$ cat config.mk
export PLATFORM = sky130hd
export DESIGN_NAME = lcdcd_top
export DESIGN_NICKNAME = d
export VERILOG_FILES = /design/src/lcdcd_pkg.sv /design/src/lcdcd_blink.sv /design/src/lcdcd_top.sv
export SDC_FILE = /design/constraint.sdc
export NUM_CORES = 1
export LEC_CHECK = 0
export ABC_AREA = 1
export BUFFER_PORTS_ARGS = -buffer_cell sky130_fd_sc_hd__buf_4
export CAP_MARGIN = 20
export CORE_UTILIZATION = 30
export CTS_BUF_LIST = sky130_fd_sc_hd__clkbuf_16
export DETAILED_ROUTE_END_ITERATION = 16
export GPL_ROUTABILITY_DRIVEN = 0
export GPL_TIMING_DRIVEN = 0
export REMOVE_ABC_BUFFERS = 1
export SLEW_MARGIN = 5
export SYNTH_ARGS = -nofsm -noshare
export SYNTH_HDL_FRONTEND = slang
export SYNTH_HIERARCHICAL = 1
export SYNTH_SLANG_ARGS = --single-unit
$ cat constraint.sdc
create_clock -name clk_sys -period 2.2 [get_ports clk_sys]
set_input_delay 0.11 -clock clk_sys [delete_from_list [all_inputs] [get_ports clk_sys]]
set_output_delay 0.11 -clock clk_sys [all_outputs]
set_load 0.02 [all_outputs]
$ cat src/lcdcd_pkg.sv
// Package: constants and types for the LCD command decoder
package lcdcd_pkg;

  // ------------------------------------------------------------
  // Command codes and masks
  // ------------------------------------------------------------
  localparam logic [7:0] CMD_DISP_OFF = 8'hae;
  localparam logic [7:0] CMD_DISP_ON = 8'haf;
  localparam logic [7:0] CMD_SEG_DIR = 8'ha0;
  localparam logic [7:0] CMD_BIAS = 8'ha2;
  localparam logic [7:0] CMD_ALL_ON = 8'ha4;
  localparam logic [7:0] CMD_REVERSE = 8'ha6;
  localparam logic [7:0] CMD_IND = 8'hac;
  localparam logic [7:0] CMD_EVOL_MODE = 8'h81;
  localparam logic [7:0] CMD_RMW = 8'he0;
  localparam logic [7:0] CMD_END = 8'hee;
  localparam logic [7:0] CMD_SOFT_RST = 8'he2;
  localparam logic [7:0] CMD_NOP = 8'he3;
  localparam logic [7:0] MASK_D0 = 8'hfe;
  localparam logic [7:0] MASK_3B = 8'hf8;
  localparam logic [7:0] CMD_RATIO = 8'h20;
  localparam logic [7:0] CMD_POWER = 8'h28;
  localparam logic [7:0] CMD_COM_DIR = 8'hc0;
  localparam logic [3:0] HI_COL_HI = 4'h1;
  localparam logic [3:0] HI_COL_LO = 4'h0;
  localparam logic [3:0] HI_PAGE = 4'hb;
  localparam logic [3:0] HI_COM = 4'hc;
  localparam logic [3:0] HI_TEST = 4'hf;
  localparam logic [1:0] HI_START = 2'h1;

  // ------------------------------------------------------------
  // Reset values and limits
  // ------------------------------------------------------------
  localparam logic [7:0] COL_MAX = 8'h83;
  localparam logic [7:0] COL_RST = 8'h00;
  localparam logic [3:0] PAGE_RST = 4'h0;
  localparam logic [5:0] LINE_RST = 6'h00;
  localparam logic [5:0] EVOL_RST = 6'h20;
  localparam logic [2:0] RATIO_RST = 3'h0;
  localparam logic [2:0] POWER_RST = 3'h0;
  localparam logic [1:0] IND_RST = 2'h0;

  // Bias denominators from 1/9 down to 1/5; duty and D0 select one
  localparam logic [3:0] BIAS_9 = 4'h9;
  localparam logic [3:0] BIAS_8 = 4'h8;
  localparam logic [3:0] BIAS_7 = 4'h7;
  localparam logic [3:0] BIAS_6 = 4'h6;
  localparam logic [3:0] BIAS_5 = 4'h5;

  // ------------------------------------------------------------
  // Blink timing
  // ------------------------------------------------------------
  localparam int unsigned CLK_KHZ = 125000;
  localparam int unsigned SLOW_HALF_MS = 500;
  localparam int unsigned FAST_HALF_MS = 250;
  localparam int unsigned SLOW_HALF_CYC = SLOW_HALF_MS * CLK_KHZ;
  localparam int unsigned FAST_HALF_CYC = FAST_HALF_MS * CLK_KHZ;

  // ------------------------------------------------------------
  // Types
  // ------------------------------------------------------------
  typedef enum logic [2:0] {
    DUTY_65, DUTY_49, DUTY_33, DUTY_55, DUTY_53
  } lcdcd_duty_type;

  typedef enum logic [1:0] {
    IND_OFF, IND_SLOW, IND_FAST, IND_STEADY
  } lcdcd_ind_type;

  typedef enum logic [1:0] {
    PEND_NONE, PEND_EVOL, PEND_IND
  } lcdcd_pend_type;

  // Host bus request
  typedef struct packed {
    logic cmd_data_select;
    logic wr;
    logic rd;
    logic [7:0] data;
  } lcdcd_req_type;

endpackage

$ cat src/lcdcd_blink.sv
// Static indicator blink generator
`timescale 1ns/1ns
module lcdcd_blink #(
  parameter int unsigned SLOW_HALF = lcdcd_pkg::SLOW_HALF_CYC,
  parameter int unsigned FAST_HALF = lcdcd_pkg::FAST_HALF_CYC
) (
  // Clock and reset
  input wire logic clk_sys,
  input wire logic sys_rst,
  // Mode and output
  input wire lcdcd_pkg::lcdcd_ind_type mode,
  output logic blink_out
);
  import lcdcd_pkg::*;

  typedef struct packed {
    logic [31:0] cnt;
    logic phase;
    logic out;
  } lcdcd_blink_type;

  lcdcd_blink_type s_q;
  lcdcd_blink_type s_d;

  // ------------------------------------------------------------
  // Half-period counter
  // ------------------------------------------------------------
  // Counter idles while off or steady; a rate change keeps the count, so
  // the first half period after it may be short
  always_comb
  begin
    logic [31:0] lim;
    lim = (mode == IND_FAST) ? (FAST_HALF - 32'd1) : (SLOW_HALF - 32'd1);
    s_d = s_q;
    if (mode == IND_OFF || mode == IND_STEADY)
    begin
      s_d.cnt = 32'h0;
      s_d.phase = 1'b1;
    end
    else if (s_q.cnt >= lim)
    begin
      s_d.cnt = 32'h0;
      s_d.phase = ~s_q.phase;
    end
    else
    begin
      s_d.cnt = s_q.cnt + 32'd1;
    end
    unique case (mode)
      IND_OFF: s_d.out = 1'b0;
      IND_STEADY: s_d.out = 1'b1;
      default: s_d.out = s_q.phase;
    endcase
  end

  // State register
  always_ff @(posedge clk_sys)
  begin
    if (sys_rst)
      s_q <= '{cnt: 32'h0, phase: 1'b1, out: 1'b0};
    else
      s_q <= s_d;
  end

  assign blink_out = s_q.out;

endmodule // lcdcd_blink

$ cat src/lcdcd_top.sv
// LCD controller command decoder: command interpreter and display settings
// Functional notes
// RULE1 - D0 of segment direction reverses column mapping
// RULE2 - Column address increments by one per access
// RULE3 - Reverse mode inverts pixels, RAM untouched
// RULE4 - All-points-on forces pixels, beats reverse
// RULE5 - All-on while display off enters power save
// RULE6 - Bias from D0 and configured duty
// RULE7 - Read/modify/write: reads hold, writes increment column
// RULE8 - End leaves mode, restores saved column
// RULE9 - Host avoids column set during read/modify/write
// RULE10 - Soft reset initialises listed state, not RAM
// RULE11 - Host powers up with hardware reset pin
// RULE12 - Common mode selects ascending or descending scan
// RULE13 - Power bits drive booster, regulator, follower
// RULE14 - Three-bit resistor ratio stored, zero smallest
// RULE15 - Host sends volume mode and value paired
// RULE16 - After volume mode, next byte is value
// RULE17 - Six-bit volume loaded, mode then left
// RULE18 - Host programs volume even when unused
// RULE19 - Indicator changed only by indicator commands; the soft reset here also clears it to off
// RULE20 - Indicator on needs register byte, off not
// RULE21 - After indicator on, next byte is register
// RULE22 - Two-bit indicator register selects blinking
// RULE23 - Indicator codes: off, 1 s, 0.5 s, on
// RULE24 - Column stops at maximum, page never advances
// RULE25 - Command bytes have select low, no busy
`timescale 1ns/1ns
module lcdcd_top #(
  parameter int unsigned SLOW_HALF = lcdcd_pkg::SLOW_HALF_CYC,
  parameter int unsigned FAST_HALF = lcdcd_pkg::FAST_HALF_CYC
) (
  // Clock and resets
  input wire logic clk_sys,
  input wire logic sys_rst,
  input wire logic hardware_init_pin_n,
  // Host bus
  input wire lcdcd_pkg::lcdcd_req_type host_req,
  output logic [7:0] host_rdata,
  // Display RAM side
  input wire logic [7:0] ram_rdata,
  output logic ram_wr,
  output logic [7:0] ram_wdata,
  output logic [7:0] ram_col,
  output logic [3:0] ram_page,
  output logic [5:0] start_line,
  // Pixel and column mapping
  input wire logic ram_pixel,
  output logic pixel_on,
  input wire logic [7:0] seg_index,
  output logic [7:0] seg_col,
  // Drive configuration
  input wire lcdcd_pkg::lcdcd_duty_type duty_sel,
  output logic display_on,
  output logic com_reverse,
  output logic [3:0] bias_denom,
  output logic [2:0] power_ctrl,
  output logic [2:0] resistor_ratio,
  output logic [5:0] evol_level,
  // Power save and indicator
  output logic power_save,
  output logic sleep_mode,
  output logic standby_mode,
  output logic test_mode,
  output logic indicator_segment_out
);
  import lcdcd_pkg::*;

  typedef struct packed {
    logic disp_on;
    logic seg_rev;
    logic reverse;
    logic all_on;
    logic bias_d0;
    logic com_rev;
    logic rmw;
    logic test;
    logic [7:0] col;
    logic [7:0] col_saved;
    logic [3:0] page;
    logic [5:0] line;
    logic [2:0] power;
    logic [2:0] ratio;
    logic [5:0] evol;
    lcdcd_ind_type ind;
    lcdcd_pend_type pend;
    logic [7:0] rdata;
    logic ram_wr;
    logic [7:0] wdata;
  } lcdcd_state_type;

  lcdcd_state_type s_q;
  lcdcd_state_type s_d;
  logic rst_all;
  logic cmd_wr;
  logic [7:0] b;

  // Pin reset acts as a second synchronous reset source
  assign rst_all = sys_rst | ~hardware_init_pin_n;
  assign cmd_wr = host_req.wr & ~host_req.cmd_data_select; // see RULE25
  assign b = host_req.data;

  // ------------------------------------------------------------
  // Command decode and next state
  // ------------------------------------------------------------
  always_comb
  begin
    s_d = s_q;
    s_d.ram_wr = 1'b0;
    // Data accesses; reads in read/modify/write keep the column
    if (host_req.wr && host_req.cmd_data_select)
    begin
      s_d.ram_wr = 1'b1;
      s_d.wdata = b;
      if (s_q.col < COL_MAX)
        s_d.col = s_q.col + 8'd1; // see RULE2 RULE7 RULE24
    end
    if (host_req.rd)
    begin
      if (host_req.cmd_data_select)
      begin
        s_d.rdata = ram_rdata;
        if (!s_q.rmw && s_q.col < COL_MAX)
          s_d.col = s_q.col + 8'd1; // see RULE2 RULE7 RULE24
      end
      else
        s_d.rdata = {1'b0, ~s_q.seg_rev, ~s_q.disp_on, 5'h00};
    end
    if (cmd_wr)
    begin
      // A pending double-byte command swallows the next command byte
      if (s_q.pend == PEND_EVOL)
      begin
        s_d.evol = b[5:0]; // see RULE16 RULE17
        s_d.pend = PEND_NONE; // see RULE17
      end
      else if (s_q.pend == PEND_IND)
      begin
        s_d.ind = lcdcd_ind_type'(b[1:0]); // see RULE21 RULE22
        s_d.pend = PEND_NONE; // see RULE21
      end
      else if ((b & MASK_D0) == CMD_DISP_OFF)
        s_d.disp_on = b[0];
      else if ((b & MASK_D0) == CMD_SEG_DIR)
        s_d.seg_rev = b[0]; // see RULE1
      else if ((b & MASK_D0) == CMD_REVERSE)
        s_d.reverse = b[0]; // see RULE3
      else if ((b & MASK_D0) == CMD_ALL_ON)
        s_d.all_on = b[0]; // see RULE4
      else if ((b & MASK_D0) == CMD_BIAS)
        s_d.bias_d0 = b[0]; // see RULE6
      else if ((b & MASK_D0) == CMD_IND)
      begin
        // Off is complete at once; on waits for the register byte
        if (b[0])
          s_d.pend = PEND_IND; // see RULE20
        else
          s_d.ind = IND_OFF; // see RULE19 RULE20
      end
      else if (b == CMD_EVOL_MODE)
        s_d.pend = PEND_EVOL; // see RULE16
      else if (b == CMD_RMW)
      begin
        s_d.rmw = 1'b1;
        s_d.col_saved = s_q.col; // see RULE8
      end
      else if (b == CMD_END)
      begin
        if (s_q.rmw)
          s_d.col = s_q.col_saved; // see RULE8
        s_d.rmw = 1'b0; // see RULE8
      end
      else if (b == CMD_SOFT_RST)
      begin
        s_d.line = LINE_RST; // see RULE10
        s_d.col = COL_RST;
        s_d.page = PAGE_RST;
        s_d.com_rev = 1'b0;
        s_d.ratio = RATIO_RST;
        s_d.evol = EVOL_RST;
        s_d.ind = IND_OFF;
        s_d.rmw = 1'b0;
        s_d.test = 1'b0;
      end
      else if (b == CMD_NOP)
        s_d.test = 1'b0;
      else if (b[7:4] == HI_TEST)
        s_d.test = 1'b1;
      else if (b[7:4] == HI_COM)
        s_d.com_rev = b[3]; // see RULE12
      else if (b[7:4] == HI_PAGE)
        s_d.page = b[3:0];
      else if (b[7:6] == HI_START)
        s_d.line = b[5:0];
      else if ((b & MASK_3B) == CMD_POWER)
        s_d.power = b[2:0]; // see RULE13
      else if ((b & MASK_3B) == CMD_RATIO)
        s_d.ratio = b[2:0]; // see RULE14
      // Column set is trusted not to arrive in read/modify/write mode
      else if (b[7:4] == HI_COL_HI)
        s_d.col = {b[3:0], s_q.col[3:0]}; // see RULE9
      else if (b[7:4] == HI_COL_LO)
        s_d.col = {s_q.col[7:4], b[3:0]}; // see RULE9
    end
  end

  // ------------------------------------------------------------
  // State register
  // ------------------------------------------------------------
  // Pin reset restores every setting; the command only a subset
  always_ff @(posedge clk_sys)
  begin
    if (rst_all)
    begin
      s_q <= '{disp_on: 1'b0, seg_rev: 1'b0, reverse: 1'b0, all_on: 1'b0,
               bias_d0: 1'b0, com_rev: 1'b0, rmw: 1'b0, test: 1'b0,
               col: COL_RST, col_saved: COL_RST, page: PAGE_RST,
               line: LINE_RST, power: POWER_RST, ratio: RATIO_RST,
               evol: EVOL_RST, ind: IND_OFF, pend: PEND_NONE,
               rdata: 8'h00, ram_wr: 1'b0, wdata: 8'h00};
    end
    else
      s_q <= s_d;
  end

  // ------------------------------------------------------------
  // Outputs
  // ------------------------------------------------------------
  assign host_rdata = s_q.rdata;
  assign ram_wr = s_q.ram_wr;
  assign ram_wdata = s_q.wdata;
  assign ram_col = s_q.col;
  assign ram_page = s_q.page; // see RULE24
  assign start_line = s_q.line;
  assign display_on = s_q.disp_on;
  assign com_reverse = s_q.com_rev; // see RULE12
  assign power_ctrl = s_q.power; // see RULE13
  assign resistor_ratio = s_q.ratio; // see RULE14
  assign evol_level = s_q.evol; // see RULE17
  assign test_mode = s_q.test;

  // Forced-on wins over inversion so the panel is fully dark-lit
  assign pixel_on = s_q.all_on | (ram_pixel ^ s_q.reverse); // see RULE3 RULE4
  // Reverse mapping mirrors around the last column
  assign seg_col = s_q.seg_rev ? (COL_MAX - seg_index) : seg_index; // see RULE1
  // Power save is the compound of display off and all points on
  assign power_save = ~s_q.disp_on & s_q.all_on; // see RULE5
  assign sleep_mode = power_save & (s_q.ind == IND_OFF);
  assign standby_mode = power_save & (s_q.ind != IND_OFF);

  // Bias table by duty
  always_comb
  begin
    unique case (duty_sel)
      DUTY_65: bias_denom = s_q.bias_d0 ? BIAS_7 : BIAS_9; // see RULE6
      DUTY_33: bias_denom = s_q.bias_d0 ? BIAS_5 : BIAS_6;
      DUTY_49, DUTY_55, DUTY_53: bias_denom = s_q.bias_d0 ? BIAS_6 : BIAS_8;
      default: bias_denom = BIAS_9;
    endcase
  end

  // Indicator drive; held off in sleep where the oscillator stops
  lcdcd_blink #(
    .SLOW_HALF(SLOW_HALF),
    .FAST_HALF(FAST_HALF)
  ) u_blink (
    .clk_sys(clk_sys),
    .sys_rst(rst_all),
    .mode(s_q.ind), // see RULE23
    .blink_out(indicator_segment_out)
  );
endmodule // lcdcd_top

==> After elaboration in Yosys (flattened, before gate mapping) <==
Index checks and enable logic that the tools add are counted.
{ "word_totals": {"out_inout_bits": 67, "mem_bits_rw": 0, "mem_bits_ro": 0, "reg_bits": 101, "wordCells": 247, "latchBits": 0, "mem_count": 0} }
{ "op_classes": {"eq_ne": 66, "muxes": 96, "reduce_logical": 32, "div": 0, "order_cmp": 2, "shift": 0, "n_addsub": 3, "multipliers": 0, "bitwise": 24} }
{ "ops": {"columns": ["cell", "count"], "rows": [
  ["$mux W16", 16],
  ["$mux W42", 6],
  ["$mux W8", 21],
  ["$mux W9", 14],
  ["$ne A14 B14 Y1 const B", 6],
  ["$mux W38", 2],
  ["$ne A14 B1 Y1 const B", 4],
  ["$mux W24", 2],
  ["$eq A7 B7 Y1 const B", 6],
  ["$eq A8 B8 Y1 const B", 5],
  ["$mux W40", 1],
  ["$reduce_and A19 Y1", 2],
  ["$ne A2 B2 Y1 const B", 17],
  ["$add A32 B1 Y32 const B", 1],
  ["$ge A32 B32 Y1", 1],
  ["$mux W32", 1],
  ["$ne A3 B3 Y1 const B", 9],
  ["$mux W26", 1],
  ["$reduce_and A12 Y1", 2],
  ["$ne A22 B22 Y1 const B", 1],
  ["$reduce_and A11 Y1", 2],
  ["$ne A21 B21 Y1 const B", 1],
  ["$mux W4", 5],
  ["$mux W6", 3],
  ["44 further kinds", 94]
]} }

==> Logic depth before layout (Yosys ltp) <==
{ "logic_depth": {"word_depth": 40, "ltp_mapped": 15} }

==> By module <==
The synthesis kept the hierarchy.
{ "by_module_without_submodules": {"columns": ["mod", "seq_area_each_um2", "instances", "area_per_inst_um2", "cells_each"], "rows": [
  ["lcdcd_top", 1341.3, 1, 4271.6, 637],
  ["lcdcd_blink", 680.7, 1, 1959.4, 265]
]} }

==> Worst setup path before layout <==
OpenSTA, ideal clock, no wires.
{ "synth_timing": {"kind": "flip-flop to flip-flop", "startpoint": "register s_q[19] in the netlist's numbering", "endpoint": "register u_blink/s_q[8] in the netlist's numbering", "path_stages_with_launch": 13, "arrival_ns": 2.015, "setup_ns": 0.070, "setup_slack_ns": 0.115, "synth_period_minus_slack_ns": 2.085, "t_required_ns": 2.130, "n_path_buf": 1, "path_cell_list": "dfxtp_1 > inv_1 > ha_1 > inv_1 > ha_1 > nand2_1 > o21ai_0 > nand2_1 > o21ai_0 > a21oi_1 > nand3_4 > buf_6 > a21oi_1"} }
{ "synth_via": {"elab_chain_len": 4} }
{ "synth_lines": {"columns": ["element", "line_no", "source"], "rows": [
  ["start: declaration", "lcdcd_top.sv:92", "lcdcd_state_type s_q;"],
  ["start signal: assignment", "lcdcd_top.sv:215", "s_q <= '{disp_on: 1'b0, seg_rev: 1'b0, reverse: 1'b0, all_on: 1'b0,"],
  ["$eq A2 B2 Y1", "lcdcd_blink.sv:33", "lim = (mode == IND_FAST) ? (FAST_HALF - 32'd1) : (SLOW_HALF - 32'd1);"],
  ["$mux W26", "lcdcd_blink.sv:33", null],
  ["$ge A32 B32 Y1", "lcdcd_blink.sv:40", "else if (s_q.cnt >= lim)"],
  ["$reduce_or A3 Y1 (no line) (*)", null, null],
  ["end signal: assignment", "lcdcd_blink.sv:60", "s_q <= '{cnt: 32'h0, phase: 1'b1, out: 1'b0};"],
  ["end: declaration", "lcdcd_blink.sv:22", "lcdcd_blink_type s_q;"]
]} }
Every way passes the cells marked *; elsewhere a longest branch is shown, timed or not.
A chain may end at the register's enable or synchronous reset.

==> Worst setup path in the final report <==
{ "layout_timing": {"startpoint": "register s_q[19] in the netlist's numbering", "endpoint": "register u_blink/s_q[7] in the netlist's numbering"} }
Same word-level chain as after synthesis.

==> impl_metrics.py <==
metrics = {
    "critical_path": {
        "critical-path-top-cell-by-count": "nand2_1",
        "required_ps": 2470,
        "worst-path-buf-inv": 2,
        "cpLargestDelayFamily": "simple AND/OR/NAND/NOR gates",
        "start_kind": "flop",
        "cp_max_fo": 7,
        "rrSetupSlack_ps": 70,
        "crit_arrival_ps": 2400,
        "crit_chain": "inv_2 > ha_4 > buf_4 > ha_1 > nand2_1 > nor2_2 > nand2_1 > nor2_1 > nand3_1 > nand3_2 > nand2_4 > nand3_4 > nor3_2",
        "crit_slowest_cell": "dfxtp_4",
        "critPathMaxStageDelay_ps": 380,
        "cp-end-kind": "flop",
        "critical_path_class": "flop to flop",
    },
    "drt": {
        "ant_nets": 0,
        "viasPerCell": 4.79,
        "routed_wl_um": 17500,
        "drt_iter0_drc": 388,
        "routedWlPerCell_um": 14.2,
        "drt_pass1_iterations": 7,
        "drc": 0,
        "routed-via-count": 5910,
    },
    "floorplan": {
        "rows": 52,
        "start_util_pct": 30.7,
        "core-area_um2": 20300,
        "chipWidth_um": 146,
        "dieArea_um2": 21300,
        "io_pins": 101,
        "die_h_um": 146,
    },
    "place": {
        "dp_hpwl_um": 12400,
        "portBuffers": 100,
    },
    "worst_hold_path": {
        "hold_path.class": "input pin to flop",
    },
    "global_route": {
        "track_usage_pct": 16.3,
        "gr-total-overflow": 0,
        "antenna_found_initial": 0,
        "grt_pass1_vias": 5470,
        "grt_max_degree": 44,
        "grt_pass1_wl_um": 27600,
    },
    "pwr": {
        "power.switching_mw": 1.02,
        "ir_drop_uv": 297,
        "total_power_mw": 3.91,
        "power_frac_comb_pct": 12.9,
        "p_leak_nw": 3.28,
        "pwr-share-clk_pct": 39.1,
        "seqPwrFrac_pct": 48.0,
        "p_int_mw": 2.89,
        "power_density_nw_per_um2": 529,
        "switching_share_pct": 26.2,
    },
    "final_layout": {
        "drive_above_1_share_pct": 21.9,
        "antennaDiodeCount": 0,
        "layout_common_cells": "nand2_1 (156), nor2_1 (109), buf_4 (108)",
        "finish.utilization_pct": 36.4,
        "final_nets": 1013,
        "layout_commonest_cell": "nand2_1",
        "area_growth_pct": 18.6,
    },
    "status": {
        "status": "complete, no violations",
    },
    "clock_network": {
        "cts_tree": "built",
        "numCtsBuffers": 9,
        "htree_levels": 3,
        "clock-sinks": 101,
        "clk_latency_ps": 350,
        "path_clk_slew_ps": 60,
        "clock_path_buffers": 2,
        "cts-root-buf": "clkbuf_16",
    },
    "logic_synthesis": {
        "ys_seq_area_share_pct": 32.4,
        "syn_area_per_cell_um2": 6.91,
        "yosys_register_bits": 101,
        "synth_area_um2": 6230,
        "synth_cell_types": 48,
        "syn_inst": 902,
        "yosysWarnings": 6,
    },
    "sta": {
        "setup_viol": 0,
        "skew_ps": 11.3,
        "setup_tns_ps": 0,
        "slew_viol_final": 0,
        "final_hold_viol_count": 0,
        "timing.fmax_ghz": 0.470,
        "worst_slew_margin_rel_pct": 33.5,
        "min_period_over_period_pct": 96.7,
        "tightest_slew_ps": 996,
        "rsz0062_at_grt": "true",
        "post-route-min-period_ps": 2130,
    },
    "job": {
        "drv_cap": 0,
    },
}
-- flip-flops by register name, summed over array words and instances, names as in the netlist --
| name | flops |
|---|---|
| display_on | 1 |
| com_reverse | 1 |
| power_ctrl | 3 |
| s_q | 17 |
| ram_page | 4 |
| u_blink/s_q | 33 |
| evol_level | 6 |
| start_line | 6 |
| resistor_ratio | 3 |
| test_mode | 1 |
| ram_wdata | 8 |
| host_rdata | 8 |
| u_blink/blink_out | 1 |
| ram_wr | 1 |
| ram_col | 8 |
-- worst min-delay path, stage by stage --
cell and delay (ps):
buf_4 110, nand3_1 70, a21oi_1 50
-- through the flow --
stage | std cells | instance area [µm²] | hold WS (ps) | worst slack (ps)
6_report | 1233 | 7390 | 34.9 | 73.1
5_1_grt | 1233 | 7390 | 28.6 | -63.6
4_1_cts | 1229 | 7240 | 12.8 | 20.1
3_5_place_dp | 1207 | 6840 | 393 | -1240
3_3_place_gp | 1207 | 6830 | 388 | -3140
2_1_floorplan | 837 | 5750 | 220 | -782
-- kinds of logic (layout without fill, tap and decap cells) --
family                     after synthesis  in the layout  share of synthesized area, %
AOI/OAI and AO/OA                      154            154                          13.5
xor gates and xnor gates                16             16                          2.25
adders and majority gates               18             18                          3.61
buffers and inverters                  183            236                          15.0
DFF                                    101            101                          32.4
other                                    1              5                        0.0602
and+or+nand+nor                        429            433                          33.2
-- power by group through the flow --
stage	clock network [mW]	logic, mW	registers, mW
after global routing	1.66	0.553	1.88
after global placement	0	0.479	1.92
final	1.53	0.504	1.88
after CTS	1.59	0.491	1.88
after floorplan	0	0.238	1.95
after detailed placement	0	0.483	1.92
-- synth_stat cells, drive strengths merged --
cell | instances | share of area [%]
nor3 | 23 | 2.5
inv | 113 | 6.9
xor2 | 13 | 1.8
a311oi | 1 | 0.14
a211oi | 1 | 0.12
o21bai | 3 | 0.36
nor4 | 1 | 0.34
clkinv | 1 | 0.060
conb | 1 | 0.060
xnor2 | 3 | 0.42
ha | 18 | 3.6
nand4 | 17 | 2.2
nor2 | 136 | 9.8
or2 | 1 | 0.10
dfxtp | 101 | 32
and3 | 1 | 0.10
nand2 | 167 | 11
o311ai | 2 | 0.28
buf | 61 | 7.6
a31oi | 2 | 0.20
nand3b | 2 | 0.24
nand3 | 80 | 7.2
a21oi | 78 | 6.3
o21ai | 56 | 4.7
a22oi | 6 | 0.72
nor3b | 1 | 0.12
clkbuf | 8 | 0.48
o211ai | 4 | 0.48
a2bb2oi | 1 | 0.14
-- final cells by class --
class                      instances  area (µm²)
tap                              270         338
timing repair buffer             109         831
clock inverter                     4        42.5
fill                            2215       12900
multi-input combinational        626        3480
inverter                         114         442
sequential                       101        2030
clock buffer                       9         225
-- path summary, 6_finish.rpt --
path              cells past startpoint                 to         startpoint
setup reg to reg                     13     u_blink/s_q[7]            s_q[19]
setup / recovery                     13     u_blink/s_q[7]            s_q[19]
hold / removal                        3      host_rdata[7]       ram_rdata[7]
hold reg to reg                       2  resistor_ratio[0]  resistor_ratio[0]
-- what timing repair did --
| item | 4_1_cts | 5_1_grt |
|---|---|---|
| setup endpoints to repair | 53 | 51 |
| hold buffers | 0 | 0 |
| resized for setup | 16 | 24 |
| cloned | 3 | 1 |
| pin swaps | 4 | 6 |
| buffers inserted | 6 | 3 |
-- layer usage --
layer  global-route usage (%)  wire (µm)
met3                     3.09        903
met1                     20.5       7850
met5                        0          0
met2                     27.0       8090
met4                     7.34        657
Power figures use the tool's default switching activity.
